File: src/shared/swsl_regs.svh
// Timing constants and command codes for the single-wire bus master
// Operation
// - Select-by-identity sends 55h plus 64 identity bits
// - Skip-selection only with a single slave
// - Search: read bit, read complement, write choice
// - Master repeats search triplet over 64 bits
// - Reset pulse holds line low 480 us minimum
// - Reset high time 480 us before next sequence
// - Keep reset low time at most 960 us
// - Reset, selection, then function command, then data
// - Only master starts reset and time slots
// - Every slot starts with master falling edge
// - Write one low short, write zero low long
// - Read data valid 1 us, sampled before 15 us
// - Read slot start low at most 1 us
// - Selection commands are exactly eight bits
// - Idle bus high; long low resets slaves
`ifndef SWSL_REGS_SVH
`define SWSL_REGS_SVH

`define SWSL_CLK_MHZ 40
`define SWSL_RSTL_US 480
`define SWSL_RSTH_US 480
`define SWSL_PRES_SMP_US 70
`define SWSL_SLOT_US 70
`define SWSL_REC_US 2
`define SWSL_LOW1_US 6
`define SWSL_LOW0_US 60
`define SWSL_RDLOW_US 1
`define SWSL_RDSMP_US 13

`define SWSL_RSTL_CYC (`SWSL_RSTL_US * `SWSL_CLK_MHZ)
`define SWSL_RSTH_CYC (`SWSL_RSTH_US * `SWSL_CLK_MHZ)
`define SWSL_PRES_SMP_CYC (`SWSL_PRES_SMP_US * `SWSL_CLK_MHZ)
`define SWSL_SLOT_CYC ((`SWSL_SLOT_US + `SWSL_REC_US) * `SWSL_CLK_MHZ)
`define SWSL_LOW1_CYC (`SWSL_LOW1_US * `SWSL_CLK_MHZ)
`define SWSL_LOW0_CYC (`SWSL_LOW0_US * `SWSL_CLK_MHZ)
`define SWSL_RDLOW_CYC (`SWSL_RDLOW_US * `SWSL_CLK_MHZ)
`define SWSL_RDSMP_CYC (`SWSL_RDSMP_US * `SWSL_CLK_MHZ)

`define SWSL_CMD_MATCH 8'h55
`define SWSL_CMD_SKIP 8'hcc
`define SWSL_CMD_SEARCH 8'hf0
`define SWSL_CMD_READID 8'h33

`endif

File: src/shared/swsl_pkg.sv
// Types shared by the single-wire bus master modules
package swsl_pkg;
	typedef enum logic [1:0] {SK_RESET, SK_WR0, SK_WR1, SK_READ} swsl_slot_t;

	typedef enum logic [2:0] {
		OP_RESET, OP_WRITE_BYTE, OP_READ_BYTE, OP_SKIP, OP_MATCH, OP_READ_ID, OP_SEARCH
	} swsl_op_t;

	typedef enum {ST_IDLE, ST_RESET, ST_SEND, ST_RECV, ST_SEARCH} swsl_state_t;

	typedef enum logic [1:0] {NX_DONE, NX_RECV, NX_SEARCH} swsl_next_t;

	typedef struct packed {
		logic busy;
		swsl_slot_t kind;
		logic [15:0] cnt;
		logic [15:0] low_len;
		logic [15:0] smp_at;
		logic [15:0] end_at;
		logic bitv;
		logic done;
		logic oe;
	} swsl_tmr_t;

	typedef struct packed {
		swsl_state_t st;
		logic wait_slot;
		logic [71:0] tx;
		logic [6:0] nbits;
		swsl_next_t after;
		logic [1:0] step;
		logic b0;
		logic [63:0] id;
		logic [7:0] rdata;
		logic presence;
		logic err;
		logic done;
	} swsl_ctl_t;
endpackage : swsl_pkg

File: src/shared/swsl_slot_if.sv
// Slot request channel between the sequencer and the slot timer
`timescale 1ns/1ps
`default_nettype none
interface swsl_slot_if;
	import swsl_pkg::*;
	logic req;
	swsl_slot_t kind;
	logic done;
	logic bit_val;
	modport ctrl(output req, output kind, input done, input bit_val);
	modport timer(input req, input kind, output done, output bit_val);
endinterface : swsl_slot_if
`default_nettype wire

File: src/verilog/swsl_slot_timer.sv
// Line timing for one reset or time slot of the single-wire bus
`timescale 1ns/1ps
`default_nettype none
`include "swsl_regs.svh"
module swsl_slot_timer import swsl_pkg::*; #(
	parameter int RSTL_CYC = `SWSL_RSTL_CYC,
	parameter int RSTH_CYC = `SWSL_RSTH_CYC
) (
	input wire logic clk,
	input wire logic rst_n,
	swsl_slot_if.timer sif,
	input wire logic line_in,
	output logic line_oe
);
	swsl_tmr_t r, n;

	// ----------------------------------------
	// Slot sequencing
	// ----------------------------------------
	always_comb begin
		n = r;
		n.done = 1'b0;
		if (!r.busy) begin
			if (sif.req) begin
				n.busy = 1'b1;
				n.kind = sif.kind;
				n.cnt = 16'h0000;
				case (sif.kind)
					SK_RESET: begin
						n.low_len = 16'(RSTL_CYC);
						n.smp_at = 16'(RSTL_CYC + `SWSL_PRES_SMP_CYC);
						n.end_at = 16'(RSTL_CYC + RSTH_CYC - 1);
					end
					SK_WR0: begin
						n.low_len = 16'(`SWSL_LOW0_CYC);
						n.smp_at = 16'(`SWSL_SLOT_CYC - 1);
						n.end_at = 16'(`SWSL_SLOT_CYC - 1);
					end
					SK_WR1: begin
						n.low_len = 16'(`SWSL_LOW1_CYC);
						n.smp_at = 16'(`SWSL_SLOT_CYC - 1);
						n.end_at = 16'(`SWSL_SLOT_CYC - 1);
					end
					default: begin
						n.low_len = 16'(`SWSL_RDLOW_CYC);
						n.smp_at = 16'(`SWSL_RDSMP_CYC);
						n.end_at = 16'(`SWSL_SLOT_CYC - 1);
					end
				endcase
			end
		end else begin
			n.cnt = r.cnt + 16'h0001;
			// Reset slot reports presence as a one; read slot reports the line level
			if (r.cnt == r.smp_at) begin
				n.bitv = (r.kind == SK_RESET) ? !line_in : line_in;
			end
			if (r.cnt == r.end_at) begin
				n.busy = 1'b0;
				n.done = 1'b1;
			end
		end
		// Line driven only inside a slot's low phase, so the bus idles high
		n.oe = n.busy && (n.cnt < n.low_len);
	end

	always_ff @(posedge clk or negedge rst_n) begin
		if (!rst_n) begin
			r <= '0;
		end else begin
			r <= n;
		end
	end

	assign sif.done = r.done;
	assign sif.bit_val = r.bitv;
	assign line_oe = r.oe;
endmodule : swsl_slot_timer
`default_nettype wire

File: src/verilog/swsl_master.sv
// Single-wire bus master: reset, selection, search and byte transfers
`timescale 1ns/1ps
`default_nettype none
`include "swsl_regs.svh"
module swsl_master import swsl_pkg::*; #(
	parameter int RSTL_CYC = `SWSL_RSTL_CYC,
	parameter int RSTH_CYC = `SWSL_RSTH_CYC
) (
	input wire logic I_MCLK,
	input wire logic I_RST_N,
	input wire logic I_CMD_VALID,
	input wire logic [2:0] I_CMD_OP,
	input wire logic [7:0] I_WDATA,
	input wire logic [63:0] I_ID,
	output logic O_CMD_READY,
	output logic O_DONE,
	output logic [7:0] O_RDATA,
	output logic [63:0] O_ID,
	output logic O_PRESENCE,
	output logic O_ERR,
	input wire logic I_LINE,
	output logic O_LINE_O,
	output logic O_LINE_OE
);
	// ----------------------------------------
	// Reset release
	// ----------------------------------------
	logic rst_meta_r;
	logic rst_sync_r;

	always_ff @(posedge I_MCLK or negedge I_RST_N) begin
		if (!I_RST_N) begin
			rst_meta_r <= 1'b0;
			rst_sync_r <= 1'b0;
		end else begin
			rst_meta_r <= 1'b1;
			rst_sync_r <= rst_meta_r;
		end
	end

	// ----------------------------------------
	// Slot timer
	// ----------------------------------------
	swsl_slot_if sif();

	swsl_slot_timer #(
		.RSTL_CYC(RSTL_CYC),
		.RSTH_CYC(RSTH_CYC)
	) u_timer (
		.clk(I_MCLK),
		.rst_n(rst_sync_r),
		.sif(sif),
		.line_in(I_LINE),
		.line_oe(O_LINE_OE)
	);

	// ----------------------------------------
	// Sequencer
	// ----------------------------------------
	swsl_ctl_t r, n;
	swsl_op_t op;

	assign op = swsl_op_t'(I_CMD_OP);

	always_comb begin
		n = r;
		n.done = 1'b0;
		sif.req = 1'b0;
		sif.kind = SK_READ;
		case (r.st)
			ST_IDLE: begin
				if (I_CMD_VALID) begin
					n.err = 1'b0;
					n.wait_slot = 1'b0;
					n.step = 2'd0;
					n.after = NX_DONE;
					n.nbits = 7'd8;
					case (op)
						OP_RESET: begin
							n.st = ST_RESET;
						end
						OP_WRITE_BYTE: begin
							n.st = ST_SEND;
							n.tx = {64'h0, I_WDATA};
						end
						OP_READ_BYTE: begin
							n.st = ST_RECV;
						end
						OP_SKIP: begin
							n.st = ST_SEND;
							n.tx = {64'h0, `SWSL_CMD_SKIP};
						end
						OP_MATCH: begin
							n.st = ST_SEND;
							n.tx = {I_ID, `SWSL_CMD_MATCH};
							n.nbits = 7'd72;
						end
						OP_READ_ID: begin
							n.st = ST_SEND;
							n.tx = {64'h0, `SWSL_CMD_READID};
							n.after = NX_RECV;
						end
						OP_SEARCH: begin
							n.st = ST_SEND;
							// Preferred branch bits ride behind the command code
							n.tx = {I_ID, `SWSL_CMD_SEARCH};
							n.after = NX_SEARCH;
						end
						default: begin
							n.done = 1'b1;
							n.err = 1'b1;
						end
					endcase
				end
			end
			ST_RESET: begin
				sif.kind = SK_RESET;
				sif.req = !r.wait_slot;
				n.wait_slot = 1'b1;
				if (sif.done) begin
					n.presence = sif.bit_val;
					n.st = ST_IDLE;
					n.done = 1'b1;
				end
			end
			ST_SEND: begin
				sif.kind = r.tx[0] ? SK_WR1 : SK_WR0;
				sif.req = !r.wait_slot;
				n.wait_slot = 1'b1;
				if (sif.done) begin
					n.wait_slot = 1'b0;
					n.tx = {1'b0, r.tx[71:1]};
					n.nbits = r.nbits - 7'd1;
					if (r.nbits == 7'd1) begin
						case (r.after)
							NX_RECV: begin
								n.st = ST_RECV;
								n.nbits = 7'd64;
							end
							NX_SEARCH: begin
								n.st = ST_SEARCH;
								n.nbits = 7'd64;
							end
							default: begin
								n.st = ST_IDLE;
								n.done = 1'b1;
							end
						endcase
					end
				end
			end
			ST_RECV: begin
				sif.kind = SK_READ;
				sif.req = !r.wait_slot;
				n.wait_slot = 1'b1;
				if (sif.done) begin
					n.wait_slot = 1'b0;
					n.id = {sif.bit_val, r.id[63:1]};
					n.nbits = r.nbits - 7'd1;
					if (r.nbits == 7'd1) begin
						n.rdata = n.id[63:56];
						n.st = ST_IDLE;
						n.done = 1'b1;
					end
				end
			end
			ST_SEARCH: begin
				// Steps 0 and 1 read bit and complement, step 2 writes the choice
				if (r.step == 2'd2) begin
					sif.kind = n.id[63] ? SK_WR1 : SK_WR0;
				end else begin
					sif.kind = SK_READ;
				end
				sif.req = !r.wait_slot;
				n.wait_slot = 1'b1;
				if (sif.done) begin
					n.wait_slot = 1'b0;
					case (r.step)
						2'd0: begin
							n.b0 = sif.bit_val;
							n.step = 2'd1;
						end
						2'd1: begin
							n.step = 2'd2;
							// Both ones means nobody is still taking part
							if (r.b0 && sif.bit_val) begin
								n.err = 1'b1;
								n.st = ST_IDLE;
								n.done = 1'b1;
							end else begin
								n.id = {(r.b0 != sif.bit_val) ? r.b0 : r.tx[0], r.id[63:1]};
							end
						end
						default: begin
							n.step = 2'd0;
							n.tx = {1'b0, r.tx[71:1]};
							n.nbits = r.nbits - 7'd1;
							if (r.nbits == 7'd1) begin
								n.st = ST_IDLE;
								n.done = 1'b1;
							end
						end
					endcase
				end
			end
			default: begin
				n.st = ST_IDLE;
			end
		endcase
	end

	always_ff @(posedge I_MCLK or negedge rst_sync_r) begin
		if (!rst_sync_r) begin
			r <= '{st: ST_IDLE, after: NX_DONE, default: '0};
		end else begin
			r <= n;
		end
	end

	assign O_CMD_READY = (r.st == ST_IDLE);
	assign O_DONE = r.done;
	assign O_RDATA = r.rdata;
	assign O_ID = r.id;
	assign O_PRESENCE = r.presence;
	assign O_ERR = r.err;
	assign O_LINE_O = 1'b0; // Open drain: only ever pulls low
endmodule : swsl_master
`default_nettype wire

File: config.mk
export PLATFORM = sky130hd
export DESIGN_NAME = swsl_master
export DESIGN_NICKNAME = d
export VERILOG_FILES = /design/src/shared/swsl_pkg.sv /design/src/shared/swsl_slot_if.sv /design/src/verilog/swsl_slot_timer.sv /design/src/verilog/swsl_master.sv
export VERILOG_INCLUDE_DIRS = /design/src /design/src/shared
export SDC_FILE = /design/constraint.sdc
export NUM_CORES = 1
export LEC_CHECK = 0
export BUFFER_PORTS_ARGS = -buffer_cell sky130_fd_sc_hd__buf_4
export CAP_MARGIN = 0
export CORE_MARGIN = 2
export CORE_UTILIZATION = 40
export CTS_CLUSTER_SIZE = 30
export DETAILED_ROUTE_END_ITERATION = 7
export PLACE_DENSITY = 0.63
export REMOVE_ABC_BUFFERS = 1
export SLEW_MARGIN = 10
export SYNTH_ARGS = -nofsm -noshare
export SYNTH_HDL_FRONTEND = slang
export SYNTH_SLANG_ARGS = --single-unit
File: constraint.sdc
create_clock -name I_MCLK -period 9.91 [get_ports I_MCLK]
set_input_delay 0.991 -clock I_MCLK [delete_from_list [all_inputs] [get_ports I_MCLK]]
set_output_delay 0.991 -clock I_MCLK [all_outputs]
set_load 0.02 [all_outputs]
==> flow_summary.ini <==
[run_status]
status = finished clean

[route]
drt_first_iter_violations = 881
ant_nets = 0
drc = 0
first_pass_iters = 8
vias = 8515
wl_per_cell_um = 15.8
wirelength_um = 25300
vias_per_cell = 5.32

[power]
p_sw_frac = 0.207
p_seq_frac = 0.461
intPower_mw = 1.69
leakagePower_nw = 6.58
power_switching_mw = 0.441
share_comb_of_total_power = 0.033
clkPwrFrac = 0.506
p_per_area_nw_per_um2 = 157
vdd_drop_max_mv = 0.133

[worst_setup_path]
path_max_fanout = 19
cp-start-kind = flop
setup.worst_path.class = reg2reg
critical_path_required_ns = 10.34
end_kind = flop
worstPathArrival_ns = 4.48

[grt]
grt_pass1_wl_um = 41600
grt_pass1_vias = 8155
overflow = 0
antenna_found_initial = 1
grt.total_usage = 0.164
grt_max_degree = 77

[synthesis]
synth.most_common_cell = dfrtp_1
ys_types = 66
synth_area_leaders = dfrtp_1, mux2_2, nand3_1
seq_area_frac_synth = 0.512
synthCells = 1115
synth_edf_count = 0
async_reset_ff_frac = 1.00
ys_warn_count = 0
synth_top_area_frac = 0.512
yosys-top-cells-count = dfrtp_1, nand3_1, nand2_1, mux2_2, buf_4
synth_seq_cells = 237
syn-cell-area_um2 = 11600
yosys.area.top_type = dfrtp_1
synth_ff_type = dfrtp_1
avgSynthCellArea_um2 = 10.4

[sta]
fin_crit_sh = 0.409
finalClockSkew_ns = 0.0200
setup_viol = 0
rsz0062_at_grt = false
slew_viol_final = 0
totalNegativeSetupSlack_ns = 0
fin_ws_ns = 5.85
timing.fmax_ghz = 0.247
worstMarginPinSlew_ns = 1.10
hold_viol = 0
period_needed_ns = 4.06
relSlewSlack = 0.266

[floorplan]
core_um2 = 28600
ios = 157
die_area_um2 = 30300
core.rowCount = 62
initial_core_util = 0.404
dieWidth_um = 174
die_y_um = 174

[clocking]
cts_buffers = 27
cts_tree = built
path_clk_slew_ns = 0.06
worstSkewPairLatency_ns = 0.54
clock_sinks = 237
postCtsSetupBuffers = 0
cts_hold_buf = 0
cts_root_buffer = clkbuf_16
cts-htree-levels = 1
ctsResizeCount = 0
clk_path_buf_depth = 3

[placement]
dp_hpwl_um = 16300
globalplace.congestion = 0.865
portBuffers = 155
dpl_worst_slack_ns = 5.83

[hold_path]
hold_path.class = in2async

[finish]
fin_nets = 1304
area_growth_pct = 17.0
drive_gt1_frac = 0.252
antennaDiodeCount = 0

[flow_run]
drv_cap = 0
-- stage by stage --
step	power (mW)	hold slack [ns]	instances	area [um2]	utilization
detailed placement	1.07	0.339	1554	12600	0.439
global placement	1.07	0.336	1554	12600	0.439
CTS	2.16	0.215	1600	13500	0.473
global route	2.21	0.217	1600	13500	0.473
floorplan	1.03	0.331	1004	10800	-
finish	2.13	0.234	1600	13500	0.473
-- routing by layer --
layer	wire [um]	track usage
met5	13	0
met4	768	0.0494
met3	1780	0.0383
met2	11300	0.247
met1	11400	0.235
-- final timing paths --
| check | end | startpoint | slack (ns) | cells past startpoint |
|---|---|---|---|---|
| min reg2reg | r[77]$_DFFE_PN0P_ | rst_sync_r$_DFF_PN0_ | 0.32 | 0 |
| min in group I_MCLK | rst_sync_r$_DFF_PN0_ | rst_meta_r$_DFF_PN0_ | 0.35 | 0 |
| min | rst_sync_r$_DFF_PN0_ | I_RST_N | 0.23 | 1 |
| max in group asynchronous | r[155]$_DFFE_PN0P_ | rst_sync_r$_DFF_PN0_ | 7.58 | 2 |
| max reg2reg | u_timer.line_oe$_DFF_PN0_ | r[186]$_DFFE_PN0P_ | 5.85 | 14 |
| max | u_timer.line_oe$_DFF_PN0_ | r[186]$_DFFE_PN0P_ | 5.85 | 14 |
-- power groups by stage --
stage | Combinational [mW] | Clock [mW] | Sequential (mW)
after CTS | 0.0718 | 1.11 | 0.983
after global placement | 0.0720 | 0 | 1.00
final | 0.0706 | 1.08 | 0.982
after detailed placement | 0.0715 | 0 | 1.00
after floorplan | 0.0185 | 0 | 1.01
after global routing | 0.0794 | 1.14 | 0.983
-- flip-flops by register name, summed over array words and instances, names as in the netlist --
signal and cells:
O_DONE 1, O_ERR 1, u_timer.line_oe 1, O_ID 64, u_timer.r 40, u_timer.sif.done 1
O_RDATA 8, rst_sync_r 1, O_PRESENCE 1, r 117, rst_meta_r 1, u_timer.sif.bit_val 1
-- cell usage in the layout, fill, tap and decap left out, types with 13 or more instances in the layout --
cell type / n
inv_1: 25
clkbuf_16: 27
a21o_1: 13
o21ai_0: 30
buf_4: 166
nor2_1: 44
ha_1: 26
nand2_1: 118
dfrtp_1: 236
conb_1: 31
nand4_1: 70
nand3_1: 148
mux2_2: 75
a21oi_1: 19
-- final cells by class --
class	count	area (um2)
clock buffer	34	752
clock inverter	12	216
fill	2684	15100
inverter	26	97.6
multi-input combinational	741	4810
sequential	237	5930
tap	384	480
timing repair buffer	166	1250
-- cells by family after synthesis --
kind of cell,Yosys count,synth area share
AND/OR/NAND/NOR,460,0.207
buffers and inverters,166,0.0835
other,2,0.000649
flip-flops,237,0.512
adder cells (fa/ha/maj),28,0.0298
AO/OA/AOI/OAI,124,0.0744
XOR/XNOR,11,0.00832
multiplexers,87,0.0839
-- worst max-delay path, stage by stage (launching register included) --
cell and delay [ns]:
dfrtp_1 0.37, nor4_2 0.33, nand4_2 0.59, a211oi_1 0.49, o211ai_1 0.23, inv_1 0.16
ha_1 0.24, nor2_1 0.20, a21oi_1 0.07, ha_1 0.31, nand4_1 0.09, nor2_1 0.11
a221oi_1 0.08, or4_1 0.47, and4_1 0.20
Power figures use the tool's default switching activity.
